===== src/rtl/did_pkg.sv =====
// Package for the display instruction decoder.
// Assumes a single 100 MHz clock domain and byte-wide host transfers.
package did_pkg;

  // ----------------------------------------------------------------
  // Timing
  // ----------------------------------------------------------------
  localparam int CLK_HZ = 100_000_000; // Core clock rate
  localparam int EXEC_NS = 666; // Instruction execution time
  localparam int EXEC_CYC = (EXEC_NS * 100 + 999) / 1000; // Rounded up
  localparam int BLINK_HZ = 1; // Blink rate
  localparam int BLINK_HALF_CYC = CLK_HZ / (2 * BLINK_HZ); // Half period

  // ----------------------------------------------------------------
  // Instruction field positions
  // ----------------------------------------------------------------
  localparam int B_INC = 1; // Entry mode: increment
  localparam int B_SHIFT = 0; // Entry mode: display shift
  localparam int B_DISP = 2; // On/off: display
  localparam int B_CURS = 1; // On/off: cursor
  localparam int B_BLINK = 0; // On/off: blink
  localparam int B_SC = 3; // Shift: display with cursor
  localparam int B_RL = 2; // Shift: rightward
  localparam int B_IF = 4; // Function set: eight-bit bus

  // ----------------------------------------------------------------
  // Reset values and glyph mask
  // ----------------------------------------------------------------
  localparam logic [6:0] AC_RST = 7'h00; // Address counter
  localparam logic [1:0] BRIGHT_RST = 2'h0; // Full brightness
  localparam logic [6:0] GLYPH_MASK = 7'h3F; // Six-bit glyph space

  // Decoder state, one-hot
  typedef enum logic [1:0] {
    ST_IDLE = 2'b01,
    ST_BUSY = 2'b10
  } did_state_t;

  // Display control bundle
  typedef struct packed {
    logic disp_on; // Whole display on
    logic cursor_on; // Cursor visible
    logic blink_on; // Blink enabled
  } did_disp_t;

  // Entry mode bundle
  typedef struct packed {
    logic inc; // Increment address counter
    logic shift; // Display shift on write
  } did_entry_t;

endpackage : did_pkg


===== src/rtl/did_decoder.sv =====
// Instruction decoder for a character display controller.
// Assumes bytes arrive on the clk domain; pin sync happens upstream.
//
// Function
// - Entry mode sets increment or decrement
// - Entry bit zero picks display shift
// - Display shift on text writes runs opposite cursor direction
// - Text reads always move the cursor
// - Glyph RAM accesses always move cursor
// - Display shift moves all lines together
// - On/off sets display, cursor, blink
// - Display off disables power converter
// - Blink alternates normal and all dots
// - Blink runs near one hertz, even
// - Shift instruction moves without RAM access
// - Bit three selects display with cursor
// - Bit two selects right, else left
// - Function set picks bus width
// - Data after function set is brightness
// - Instruction other than function set after function set cancels brightness
// - Brightness codes map full to quarter
// - Glyph address load, six bits
// - Glyph address counter wraps at six bits
// - Text address load, seven bits
// - Status read gives busy and counter
`timescale 1ns/1ps
module did_decoder (
  // Clock and reset
  input wire logic clk,
  input wire logic rst,
  // Host byte port
  input wire logic wr_stb,
  input wire logic register_select,
  input wire logic [7:0] wr_data,
  // Host access strobes for RAM reads
  input wire logic rd_stb,
  // Status readback
  output logic [7:0] status_q,
  // Display control outputs
  output did_pkg::did_disp_t disp_q,
  output logic conv_en_q,
  output logic blink_all_q,
  output logic [1:0] bright_q,
  output logic bus8_q,
  // Address and movement
  output logic [6:0] address_counter_q,
  output logic glyph_sel_q,
  output logic shift_pulse_q,
  output logic shift_right_q,
  output logic ram_wr_q,
  output logic ram_rd_q
);

  // ----------------------------------------------------------------
  // State
  // ----------------------------------------------------------------
  did_pkg::did_state_t state_q; // Executing or idle
  did_pkg::did_entry_t entry_q; // Entry mode
  logic bright_pend_q; // Brightness byte expected next
  logic [9:0] exec_cnt_q; // Execution timer
  logic [26:0] blink_cnt_q; // Blink half-period timer
  logic blink_phase_q; // Blink phase

  // ----------------------------------------------------------------
  // Decode
  // ----------------------------------------------------------------
  wire idle = (state_q == did_pkg::ST_IDLE);
  wire take = idle & (wr_stb | rd_stb);
  wire cmd = take & wr_stb & ~register_select;
  wire dat_wr = take & wr_stb & register_select;
  wire dat_rd = take & ~wr_stb & rd_stb & register_select;
  wire is_entry = cmd & (wr_data[7:2] == 6'h01);
  wire is_disp = cmd & (wr_data[7:3] == 5'h01);
  wire is_shift = cmd & (wr_data[7:4] == 4'h1);
  wire is_func = cmd & (wr_data[7:5] == 3'h1);
  wire is_glyph = cmd & (wr_data[7:6] == 2'h1);
  wire is_text = cmd & wr_data[7];
  wire is_bright = dat_wr & bright_pend_q;
  wire ram_acc = (dat_wr & ~bright_pend_q) | dat_rd;
  // Data accesses shift the display only on text writes with shift mode set
  wire acc_shift = dat_wr & ~bright_pend_q & entry_q.shift
    & ~glyph_sel_q;
  wire [6:0] ac_step = entry_q.inc ? 7'h01 : 7'h7F;
  wire [6:0] ac_sum = address_counter_q + ac_step;
  // Glyph space keeps only six bits so it wraps at the top
  wire [6:0] ac_next = glyph_sel_q ? (ac_sum & did_pkg::GLYPH_MASK)
    : ac_sum;
  wire [6:0] sh_step = wr_data[did_pkg::B_RL] ? 7'h01 : 7'h7F;
  wire [6:0] sh_sum = address_counter_q + sh_step;
  wire [6:0] sh_next = glyph_sel_q ? (sh_sum & did_pkg::GLYPH_MASK)
    : sh_sum;
  wire exec_done = (exec_cnt_q == 10'(did_pkg::EXEC_CYC - 1));
  wire blink_wrap = (blink_cnt_q == 27'(did_pkg::BLINK_HALF_CYC - 1));

  // ----------------------------------------------------------------
  // Busy state machine
  // ----------------------------------------------------------------
  // Every accepted byte holds busy for the execution time
  always_ff @(posedge clk or posedge rst) begin
    if (rst) begin
      state_q <= did_pkg::ST_IDLE;
      exec_cnt_q <= 10'h000;
    end else begin
      unique case (state_q)
        did_pkg::ST_IDLE: begin
          exec_cnt_q <= 10'h000;
          if (take) begin
            state_q <= did_pkg::ST_BUSY;
          end
        end
        did_pkg::ST_BUSY: begin
          exec_cnt_q <= exec_cnt_q + 10'h001;
          if (exec_done) begin
            state_q <= did_pkg::ST_IDLE;
          end
        end
      endcase
    end
  end

  // ----------------------------------------------------------------
  // Mode registers
  // ----------------------------------------------------------------
  // Reset defaults: increment, no shift, display off, eight-bit bus
  always_ff @(posedge clk or posedge rst) begin
    if (rst) begin
      entry_q <= '{inc: 1'b1, shift: 1'b0};
      disp_q <= '0;
      bus8_q <= 1'b1;
      bright_q <= did_pkg::BRIGHT_RST;
      bright_pend_q <= 1'b0;
    end else begin
      if (is_entry) begin
        entry_q.inc <= wr_data[did_pkg::B_INC];
        entry_q.shift <= wr_data[did_pkg::B_SHIFT];
      end
      if (is_disp) begin
        disp_q.disp_on <= wr_data[did_pkg::B_DISP];
        disp_q.cursor_on <= wr_data[did_pkg::B_CURS];
        disp_q.blink_on <= wr_data[did_pkg::B_BLINK];
      end
      if (is_func) begin
        bus8_q <= wr_data[did_pkg::B_IF];
      end
      if (is_bright) begin
        bright_q <= wr_data[1:0];
      end
      // Armed by function set, dropped by any other accepted byte
      if (take) begin
        bright_pend_q <= is_func;
      end
    end
  end

  // ----------------------------------------------------------------
  // Address counter and movement
  // ----------------------------------------------------------------
  // Loads win over shift steps, shift steps over plain RAM steps
  always_ff @(posedge clk or posedge rst) begin
    if (rst) begin
      address_counter_q <= did_pkg::AC_RST;
      glyph_sel_q <= 1'b0;
      shift_pulse_q <= 1'b0;
      shift_right_q <= 1'b0;
      ram_wr_q <= 1'b0;
      ram_rd_q <= 1'b0;
    end else begin
      shift_pulse_q <= 1'b0;
      ram_wr_q <= dat_wr & ~bright_pend_q;
      ram_rd_q <= dat_rd;
      if (is_glyph) begin
        address_counter_q <= {1'b0, wr_data[5:0]};
        glyph_sel_q <= 1'b1;
      end else if (is_text) begin
        address_counter_q <= wr_data[6:0];
        glyph_sel_q <= 1'b0;
      end else if (is_shift) begin
        // Cursor moves without any RAM access
        address_counter_q <= sh_next;
        shift_pulse_q <= wr_data[did_pkg::B_SC];
        shift_right_q <= wr_data[did_pkg::B_RL];
      end else if (acc_shift) begin
        // One pulse shifts every line at once
        address_counter_q <= ac_next;
        shift_pulse_q <= 1'b1;
        shift_right_q <= ~entry_q.inc;
      end else if (ram_acc) begin
        address_counter_q <= ac_next;
      end
    end
  end

  // ----------------------------------------------------------------
  // Blink timer and power converter
  // ----------------------------------------------------------------
  // Equal halves of the blink period
  always_ff @(posedge clk or posedge rst) begin
    if (rst) begin
      blink_cnt_q <= 27'h0000000;
      blink_phase_q <= 1'b0;
    end else if (blink_wrap) begin
      blink_cnt_q <= 27'h0000000;
      blink_phase_q <= ~blink_phase_q;
    end else begin
      blink_cnt_q <= blink_cnt_q + 27'h0000001;
    end
  end

  // Registered outputs
  always_ff @(posedge clk or posedge rst) begin
    if (rst) begin
      conv_en_q <= 1'b0;
      blink_all_q <= 1'b0;
      status_q <= 8'h00;
    end else begin
      conv_en_q <= disp_q.disp_on;
      // Cursor cell shows all dots in the lit phase
      blink_all_q <= disp_q.blink_on & blink_phase_q;
      status_q <= {~idle | take, address_counter_q};
    end
  end

  // ----------------------------------------------------------------
  // Checks
  // ----------------------------------------------------------------
  // Mode loads land one edge after the byte is taken
  chk_entry_inc: assert property (
    @(posedge clk) disable iff (rst)
    is_entry |=> entry_q.inc == $past(wr_data[1]))
    else $error("entry increment not loaded");
  chk_entry_shift: assert property (
    @(posedge clk) disable iff (rst)
    is_entry |=> entry_q.shift == $past(wr_data[did_pkg::B_SHIFT]))
    else $error("entry shift mode not loaded");
  chk_disp_load: assert property (
    @(posedge clk) disable iff (rst)
    is_disp |=> disp_q == $past(wr_data[2:0]))
    else $error("display control not loaded");
  chk_func_bus: assert property (
    @(posedge clk) disable iff (rst)
    is_func |=> bus8_q == $past(wr_data[did_pkg::B_IF]))
    else $error("bus width not loaded");
  // Address counter loads and the six-bit glyph wrap
  chk_glyph_load: assert property (
    @(posedge clk) disable iff (rst)
    is_glyph |=> glyph_sel_q
    && address_counter_q == {1'b0, $past(wr_data[5:0])})
    else $error("glyph address not loaded");
  chk_glyph_wrap: assert property (
    @(posedge clk) disable iff (rst)
    glyph_sel_q |-> address_counter_q[6] == 1'b0)
    else $error("glyph address beyond six bits");
  chk_text_load: assert property (
    @(posedge clk) disable iff (rst)
    is_text |=> address_counter_q == $past(wr_data[6:0])
    && !glyph_sel_q)
    else $error("text address not loaded");
  // Shift pulses: direction, source and suppression
  chk_shift_dir: assert property (
    @(posedge clk) disable iff (rst)
    acc_shift |=> shift_pulse_q && shift_right_q != entry_q.inc)
    else $error("display shift direction wrong");
  chk_shift_move: assert property (
    @(posedge clk) disable iff (rst)
    is_shift |=> shift_pulse_q == $past(wr_data[did_pkg::B_SC])
    && shift_right_q == $past(wr_data[did_pkg::B_RL]))
    else $error("shift instruction not applied");
  chk_read_noshift: assert property (
    @(posedge clk) disable iff (rst)
    dat_rd |=> !shift_pulse_q)
    else $error("text read shifted display");
  chk_glyph_noshift: assert property (
    @(posedge clk) disable iff (rst)
    ram_acc && glyph_sel_q |=> !shift_pulse_q)
    else $error("glyph access shifted display");
  // Brightness byte handling
  chk_bright_cancel: assert property (
    @(posedge clk) disable iff (rst)
    cmd && !is_func |=> !bright_pend_q)
    else $error("brightness not cancelled");
  chk_bright_load: assert property (
    @(posedge clk) disable iff (rst)
    is_bright |=> bright_q == $past(wr_data[1:0]))
    else $error("brightness not loaded");
  chk_bright_keep: assert property (
    @(posedge clk) disable iff (rst)
    !is_bright |=> $stable(bright_q))
    else $error("brightness changed without data byte");
  // Busy window, converter and blink gating
  chk_busy_hold: assert property (
    @(posedge clk) disable iff (rst)
    take |=> !idle [*8])
    else $error("busy not held");
  chk_busy_refuse: assert property (
    @(posedge clk) disable iff (rst)
    !idle |=> $stable(disp_q) && $stable(address_counter_q))
    else $error("byte taken while busy");
  chk_conv_follow: assert property (
    @(posedge clk) disable iff (rst)
    !disp_q.disp_on |=> !conv_en_q)
    else $error("converter on with display off");
  chk_blink_gate: assert property (
    @(posedge clk) disable iff (rst)
    !disp_q.blink_on |=> !blink_all_q)
    else $error("cursor cell lit with blink off");

endmodule : did_decoder


===== config.mk =====
export PLATFORM = sky130hd
export DESIGN_NAME = did_decoder
export DESIGN_NICKNAME = d
export VERILOG_FILES = /design/src/rtl/did_pkg.sv /design/src/rtl/did_decoder.sv
export SDC_FILE = /design/constraint.sdc
export NUM_CORES = 1
export LEC_CHECK = 0
export ABC_CLOCK_PERIOD_IN_PS = 7300
export BUFFER_PORTS_ARGS = -buffer_cell sky130_fd_sc_hd__buf_2
export CAP_MARGIN = 20
export CORE_ASPECT_RATIO = 1.2
export CORE_MARGIN = 2
export CORE_UTILIZATION = 63
export DETAILED_ROUTE_END_ITERATION = 6
export HOLD_SLACK_MARGIN = 0.15
export PLACE_DENSITY = 0.85
export SETUP_SLACK_MARGIN = 0.2
export SLEW_MARGIN = 20
export SYNTH_ARGS = -nofsm -noshare
export SYNTH_HDL_FRONTEND = slang
export SYNTH_SLANG_ARGS = --single-unit

===== constraint.sdc =====
create_clock -name clk -period 7.3 [get_ports clk]
set_input_delay 1.825 -clock clk [delete_from_list [all_inputs] [get_ports clk]]
set_output_delay 1.825 -clock clk [all_outputs]
set_load 0.02 [all_outputs]

After elaboration in Yosys (flattened, before gate mapping)
Index checks and enable logic that the tools add are counted.
- flip-flop bits (word level): 71
- input port bits: 13
- output and inout port bits: 28
- word-level logic and storage cells: 93
- add/sub/neg operators: 4
- eq/ne operators: 11
- multiplexer cells: 22
- bitwise operators: 30
- reduce and logical (&&, ||, !) cells: 5
- operator list (operator ; count):
    2-to-1 mux 7 bit ; 9
    adder 27 x 1 -> 27 bit (second input constant) ; 1
    == test 27 x 26 -> 1 bit (second input constant) ; 1
    2-to-1 mux 27 bit ; 1
    case mux 10 bit (2 select lines) ; 1
    AND 1 bit ; 18
    adder 7 bit ; 2
    adder 10 x 1 -> 10 bit (second input constant) ; 1
    == test 10 x 7 -> 1 bit (second input constant) ; 1
    inverter 1 bit ; 9
    2-to-1 mux 1 bit ; 8
    == test 6 x 1 -> 1 bit (second input constant) ; 1
    == test 5 x 1 -> 1 bit (second input constant) ; 1
    nonzero test 5 bit ; 1
    == test 2 x 1 -> 1 bit (second input constant) ; 2
    == test 4 x 1 -> 1 bit (second input constant) ; 1
    2-to-1 mux 2 bit ; 2
    case mux 2 bit (2 select lines) ; 1
    nonzero test 2 bit ; 2
    == test 3 x 1 -> 1 bit (second input constant) ; 1
    bitwise OR 1 bit ; 3
    AND reduction 3 bit ; 1
    == test 2 bit (second input constant) ; 1
    != test 2 x 1 -> 1 bit (second input constant) ; 1
    2 further kinds ; 2

Longest topological paths before layout
Gate-level depths: netlist (run 1).
- depth after elaboration: 11
- gate-level depth with buffers: 7
- mapped depth without buffers: 7

Least setup slack after synthesis (run 1)
Ideal clock, no wire load.
- path type: input -> register
- from: input wr_data[2]
- to: register address_counter_q[6]
- setup time: 0.104 ns
- data arrival time: 3.186 ns
- required time: 7.196 ns
- slack: 4.010 ns
- stages: 7
- buffers on the path: 0
- path through: inv_1 fa_1 a21o_1 a21oi_1 o21ai_0 xnor2_1 o311ai_1
- cells in the longest elaborated chain, start to end: 6
- RTL lines (item ; RTL line ; source):
    start, declared ; did_decoder.sv:34 ; input wire logic [7:0] wr_data,
    2-to-1 mux 7 bit ; did_decoder.sv:88 ; wire [6:0] sh_step = wr_data[did_pkg::B_RL] ? 7'h01 : 7'h7F;
    adder 7 bit ; did_decoder.sv:89 ; wire [6:0] sh_sum = address_counter_q + sh_step;
    2-to-1 mux 7 bit ; did_decoder.sv:90 ; wire [6:0] sh_next = glyph_sel_q ? (sh_sum & did_pkg::GLYPH_MASK)
    2-to-1 mux 7 bit ; did_decoder.sv:177 ; end else if (is_shift) begin
    2-to-1 mux 7 bit ; did_decoder.sv:174 ; end else if (is_text) begin
    2-to-1 mux 7 bit ; did_decoder.sv:171 ; if (is_glyph) begin
    end signal, assigned ; did_decoder.sv:172 ; address_counter_q <= {1'b0, wr_data[5:0]};
    end signal, assigned ; did_decoder.sv:175 ; address_counter_q <= wr_data[6:0];
    end signal, assigned ; did_decoder.sv:179 ; address_counter_q <= sh_next;
    end, declared ; did_decoder.sv:46 ; output logic [6:0] address_counter_q,
No other way between the ends.
A chain may end at the register's enable or synchronous reset.

Worst setup path after layout (run 1)
Same ends and word-level chain as after synthesis.

==> results of run 1 <==
metal layers:
layer / GRT usage / wire length (µm) / up-vias
met5: 0 / 0 / -
met4: 0.111 / 155 / 0
met3: 0.0405 / 297 / 15
met2: 0.440 / 3870 / 72
met1: 0.301 / 3070 / 1334
li1: - / - / 1293
cell families after synthesis:
family                   after synthesis  share of synthesized area
buffers and inverters                 18                     0.0211
AO/OA/AOI/OAI                         44                     0.0799
multiplexers                           8                     0.0242
flip-flops                            71                      0.492
adder cells (fa/ha/maj)               15                     0.0560
XOR/XNOR                              43                      0.104
AND/OR/NAND/NOR                      143                      0.223
cells in the mapped netlist (3+ instances only):
cell type  instances  share of area
and4_1             6          0.015
clkbuf_1           3         0.0031
a31oi_1            3         0.0052
inv_1             10          0.010
nor2_1            45          0.047
dfrtp_1           68           0.47
and2_1             4         0.0069
nor4_2             3          0.010
a211oi_1           5          0.010
nand3_1           12          0.017
dfstp_2            3          0.022
and3_1             4         0.0069
nand4_1            7          0.012
ha_1              13          0.045
a21o_1             5          0.010
nor4_1             4         0.0069
a21oi_1            8          0.011
mux2_2             6          0.019
nor3_1            10          0.014
buf_2              3         0.0041
nor2b_1            5         0.0086
o21ai_0           10          0.014
xor2_1            21          0.051
xnor2_1           22          0.053
nand2_1           21          0.022
critical path, stage by stage:
cell,delay (ns)
buf_2,0.17
inv_1,0.17
fa_1,0.48
a21o_1,0.17
a21oi_1,0.22
o21ai_0,0.15
xnor2_1,0.15
o311ai_1,0.22
worst min path at each step:
stage / from / cells past startpoint / slack (ns) / to
4_1_cts: disp_q[2] / 0 / 0.46 / conv_en_q
5_1_grt: disp_q[2] / 0 / 0.47 / conv_en_q
3_3_place_gp: disp_q[2] / 0 / 0.42 / conv_en_q
6_report: disp_q[2] / 0 / 0.47 / conv_en_q
3_5_place_dp: disp_q[2] / 0 / 0.44 / conv_en_q
2_1_floorplan: blink_phase_q / 1 / 0.43 / blink_phase_q
power breakdown:
part	internal, mW	switching, mW	total, mW
Sequential	0.393	0	0.393
Clock	0.203	0.154	0.358
Combinational	0.00541	0.0151	0.0205
registers in the layout, summed over array words and instances (netlist names):
register	count
blink_phase_q	1
exec_cnt_q	10
state_q	2
bright_pend_q	1
bus8_q	1
blink_all_q	1
shift_right_q	1
glyph_sel_q	1
status_q	8
shift_pulse_q	1
bright_q	2
conv_en_q	1
ram_rd_q	1
ram_wr_q	1
blink_cnt_q	27
disp_q	3
entry_q	2
address_counter_q	7
placed cells by master, fill, tap and decap left out, types with 2 or more instances in the layout:
| master | count |
|---|---|
| and3_1 | 4 |
| xor2_1 | 21 |
| a31oi_1 | 3 |
| mux2i_1 | 2 |
| nor2_1 | 45 |
| nor4_1 | 4 |
| and4b_1 | 2 |
| mux2_2 | 6 |
| nor4_2 | 3 |
| a211oi_1 | 5 |
| buf_2 | 40 |
| fa_1 | 2 |
| inv_1 | 9 |
| dfrtp_1 | 68 |
| and4_1 | 6 |
| nand4_1 | 7 |
| clkinvlp_4 | 2 |
| o21ai_0 | 10 |
| o22ai_1 | 2 |
| clkbuf_8 | 10 |
| nand4b_1 | 2 |
| a21o_1 | 5 |
| nand3_1 | 12 |
| nor3b_1 | 2 |
| bufinv_16 | 2 |
| xnor2_1 | 22 |
| nand2_1 | 21 |
| a21oi_1 | 8 |
| or2_2 | 2 |
| nor3_1 | 10 |
| ha_1 | 13 |
| dfstp_2 | 3 |
| nor2b_1 | 5 |
| and2_1 | 4 |
| a22o_1 | 2 |
per-stage QoR:
| stage | std cells | instance area (µm²) | utilization | hold slack [ns] | total power [mW] |
|---|---|---|---|---|---|
| final | 455 | 4100 | 0.733 | 0.470 | 0.771 |
| after global routing | 455 | 4100 | 0.733 | 0.472 | 0.794 |
| after CTS | 455 | 4100 | 0.733 | 0.456 | 0.775 |
| after detailed placement | 439 | 3870 | 0.691 | 0.437 | 0.421 |
| after global placement | 439 | 3870 | 0.691 | 0.416 | 0.421 |
| after floorplan | 342 | 3620 | - | 0.434 | 0.412 |
area by class of cell:
class	count	area [µm²]
timing repair buffer	41	208
sequential	71	1780
multi-input combinational	253	1760
inverter	10	37.5
clock buffer	10	138
fill	390	1500
clock inverter	6	92.6
tap	64	80.1
==> flow_summary.yaml, run 1 <==
floorplan:
  io_pins: 41
  core_area_um2: 5590
  die_area_um2: 6370
  start_util: 0.647
  die_w_um: 73.2
  rows: 30
  die_h_um: 87.0
global_route:
  grt_pass1_vias: 2678
  grt_start_max_net_pins: 72
  grt_overflow_total: 0
  antenna_found_initial: 0
  grt_pass1_wl_mm: 12.2
  grt.total_usage: 0.251
logic_synthesis:
  synth_cells: 342
  seq_area_frac_synth: 0.492
  async_flop_share: 1.00
  synthesis.area_um2: 3620
  synth_edf_count: 0
  ys_warn_count: 0
  post_synth.cell_area_avg_um2: 10.6
  ys.flop_type: "dfrtp_1"
  synth-seq-cells: 71
  yosysUniqueCellTypes: 58
  synth_fp_nets: 370
detailed_routing:
  wl_per_cell_um: 16.2
  vias: 2714
  dr.pass1.iters: 4
  vias_per_cell: 5.96
  route.detailed.drc: 0
  routed_wl_mm: 7.39
  antenna_left: 0
  first_iter_violations: 228
cells_and_area:
  layout-drive-gt1-share: 0.199
  diodes: 0
  area_growth_pct: 13.2
  final_nets: 414
place:
  post-dp-hpwl_mm: 5.19
  routabilityCongestion: 0.916
  post-place-ws_ns: 3.68
  portBuffers: 40
pwr:
  leakagePower_nw: 2.09
  irDropWorstVdd_mv: 0.170
  powerDensity_nw_per_um2: 188
sta:
  fin_ws_ns: 3.99
  relSlewSlack: 0.423
  min_period_ns: 3.31
  fmax_mhz: 302
  rsz0062_at_grt: "no"
  fin_crit_sh: 0.454
  worst_pin_slew_ns: 0.866
  finalSetupTns_ns: 0
  setup_viol: 0
  finalHoldViolations: 0
  maxSlewViolCount: 0
  worst_clock_skew_ns: 0.00952
critical_path:
  endpoint: "address_counter_q[6]"
  r2r_end: "address_counter_q[6]"
  cp.required_ns: 7.54
  critPathMaxFanout: 7
  path_class: "primary input to flip-flop"
  critPathArrivalTime_ns: 3.55
  rr_startpoint: "entry_q[1]"
  r2r_cells: 7
  end_kind: "flip-flop"
  rrSetupSlack_ns: 4.89
  cp-startpoint: "wr_data[2]"
  cp-start-kind: "primary input"
clock_network:
  clk_pin_slew_ns: 0.08
  insertion_delay_ns: 0.34
  cts_resized: 0
  htree_levels: 3
  clockRootBuffer: "clkbuf_8"
  numClockSinks: 71
  cts_buffers: 9
  cts_tree: "yes"
  clk_path_buf_depth: 2
  hold_buffers: 0
  cts_setup_buffers: 0
run_status:
  outcome: "finished, final reports clean"
run:
  maxCapViolCount: 0
hold_path:
  min_path_type: "flip-flop to flip-flop"
Note: power is estimated with default switching activity, not from simulation.
==> run 2: changes to the inputs <==
--- a/config.mk
+++ b/config.mk
@@ -5,15 +5,15 @@
 export SDC_FILE = /design/constraint.sdc
 export NUM_CORES = 1
 export LEC_CHECK = 0
-export ABC_CLOCK_PERIOD_IN_PS = 7300
+export ABC_CLOCK_PERIOD_IN_PS = 3450
 export BUFFER_PORTS_ARGS = -buffer_cell sky130_fd_sc_hd__buf_2
 export CAP_MARGIN = 20
 export CORE_ASPECT_RATIO = 1.2
 export CORE_MARGIN = 2
-export CORE_UTILIZATION = 63
+export CORE_UTILIZATION = 58
 export DETAILED_ROUTE_END_ITERATION = 6
 export HOLD_SLACK_MARGIN = 0.15
-export PLACE_DENSITY = 0.85
+export PLACE_DENSITY = 0.79
 export SETUP_SLACK_MARGIN = 0.2
 export SLEW_MARGIN = 20
 export SYNTH_ARGS = -nofsm -noshare
==> constraint.sdc (replaced) <==
create_clock -name clk -period 3.45 [get_ports clk]
set_input_delay 0.8625 -clock clk [delete_from_list [all_inputs] [get_ports clk]]
set_output_delay 0.8625 -clock clk [all_outputs]
set_load 0.02 [all_outputs]
==> run 2 against run 1 <==
Effect of this change:
- wire length up 0.35%
- sequential cell count unchanged
- clock-buffer cell count down 1
- cell area up 0.52%
- clock power up 110%
- setup slack worse by 2.9 ns
- sequential power up 110%
- non-clock buffer count up 1
- clock skew down 0.00076 ns
- sequential share of layout area down 0.22 points
- global-route usage down 1.4 points
- largest cell class unchanged
==> flow_summary.yaml, run 2 (synthesized netlist as in run 1, its figures left out) <==
run_status:
  outcome: "finished, final reports clean"
global_route:
  grt_start_max_net_pins: 31
  met1_usage: 0.292
  antenna_found_initial: 0
  grt_busiest_layer: "met2"
  grt_pass1_wl_mm: 13.0
  grt.total_usage: 0.238
  grt_overflow_total: 0
  grt_pass1_vias: 2749
  use_met2: 0.408
  met3_usage: 0.0450
cells_and_area:
  utilization: 0.681
  diodes: 0
  reg_top3: "blink_cnt_q: 27 flops, exec_cnt_q: 10 flops, status_q: 8 flops"
  layout_common_cells: "dfrtp_1 (68), nor2_1 (45), buf_2 (40)"
  multi_input_area_um2: 1760
  final_nets: 415
  ff_latch_area_um2: 1780
  largest_register_ffs: 27
  layout-drive-gt1-share: 0.202
  area_growth_pct: 13.8
  top_register: "blink_cnt_q"
  final_common_cell: "dfrtp_1"
  fillers: 504
floorplan:
  die_h_um: 90.5
  die_area_um2: 6890
  io_pins: 41
  rows: 31
  die_w_um: 76.1
  core_area_um2: 6050
  start_util: 0.598
sta:
  worst_pin_slew_ns: 0.615
  rsz0062_at_grt: "no"
  fin_crit_sh: 0.693
  relSlewSlack: 0.588
  finalHoldViolations: 0
  finalSetupTns_ns: 0
  setup_viol: 0
  fmax_mhz: 418
  min_period_ns: 2.39
  fin_ws_ns: 1.06
  worst_clock_skew_ns: 0.00876
  maxSlewViolCount: 0
place:
  post-place-ws_ns: 0.793
  routabilityCongestion: 0.920
  portBuffers: 40
  post-dp-hpwl_mm: 5.25
pwr:
  irDropWorstVdd_mv: 0.244
  netSwitchingFraction: 0.226
  p_sw_mw: 0.365
  clkPwrFrac: 0.458
  leakagePower_nw: 2.09
  intPower_mw: 1.25
  finalPower_mw: 1.62
  powerDensity_nw_per_um2: 392
  seq_power_share: 0.514
  combinationalPowerShare: 0.027
detailed_routing:
  antenna_left: 0
  dr.pass1.iters: 4
  routed_wl_mm: 7.42
  vias_per_cell: 5.61
  wl_per_cell_um: 15.6
  vias: 2661
  route.detailed.drc: 0
  first_iter_violations: 185
critical_path:
  end_kind: "flip-flop"
  crit_buf_inv: 1
  cpPeakStageDelay_ns: 0.56
  rrSetupSlack_ns: 1.06
  rr_startpoint: "entry_q[1]"
  cp.required_ns: 3.70
  critPathMaxFanout: 7
  slowest_stage: "dfstp_2"
  r2r_cells: 7
  critPathArrivalTime_ns: 2.64
  critical-path-top-delay-family: "compound AO/OA/AOI/OAI gates"
  cp-start-kind: "flip-flop"
  path_cells: "inv_1, fa_1, a211oi_1, o21bai_1, a21o_1, or4_1, o311ai_1"
  path_class: "flip-flop to flip-flop"
  r2r_end: "address_counter_q[6]"
clock_network:
  clockRootBuffer: "clkbuf_8"
  numClockSinks: 71
  cts_setup_buffers: 0
  insertion_delay_ns: 0.35
  cts_tree: "yes"
  clk_path_buf_depth: 2
  hold_buffers: 0
  clk_pin_slew_ns: 0.08
  cts_resized: 0
  htree_levels: 3
  cts_buffers: 9
hold_path:
  min_path_type: "flip-flop to flip-flop"
  hold-path-cell-count: 0
  hold_end: "conv_en_q"
  holdCritStartpoint: "disp_q[2]"
run:
  maxCapViolCount: 0
==> run 2: cell count changes in the layout (fill, tap and decap cells not counted), sizes merged <==
cell / delta
clkinv: +2
buf: +1
clkbuf: -1
inv: -1
==> run 2: area by class of cell <==
| type | count | area share |
|---|---|---|
| sequential | 71 | 0.432 |
| tap | 82 | 0.0249 |
| clock buffer | 9 | 0.0301 |
| multi-input combinational | 253 | 0.428 |
| inverter | 10 | 0.00911 |
| clock inverter | 7 | 0.0237 |
| timing repair buffer | 42 | 0.0522 |
==> run 2: metal layers <==
metal / routed length [µm] / vias up
met5: 0 / -
met4: 204 / 0
met3: 262 / 20
met2: 3810 / 56
met1: 3150 / 1290
li1: - / 1295
==> run 2: per-stage QoR <==
stage               std cells  cell area [µm²]  hold slack [ns]
finish                    474             4120            0.400
global route              474             4120            0.441
CTS                       474             4120            0.402
detailed placement        458             3900            0.384
global placement          458             3900            0.382
floorplan                 342             3620            0.434
==> run 2: how the worst max path moves through the flow <==
stage,depth (start not counted),to,slack (ns),start
after floorplan,1,address_counter_q[0],0.80,rst
after global placement,8,address_counter_q[6],0.86,wr_data[2]
after detailed placement,8,address_counter_q[6],0.79,wr_data[2]
after CTS,7,address_counter_q[6],1.09,entry_q[1]
after global routing,7,address_counter_q[6],0.90,entry_q[1]
final,7,address_counter_q[6],1.06,entry_q[1]
==> run 2: power by group through the flow <==
stage / Clock, mW / Combinational (mW) / Sequential (mW)
after global placement: 0 / 0.0436 / 0.848
after CTS: 0.753 / 0.0452 / 0.832
after detailed placement: 0 / 0.0451 / 0.848
after floorplan: 0 / 0.0231 / 0.848
final: 0.741 / 0.0442 / 0.832
after global routing: 0.786 / 0.0505 / 0.832
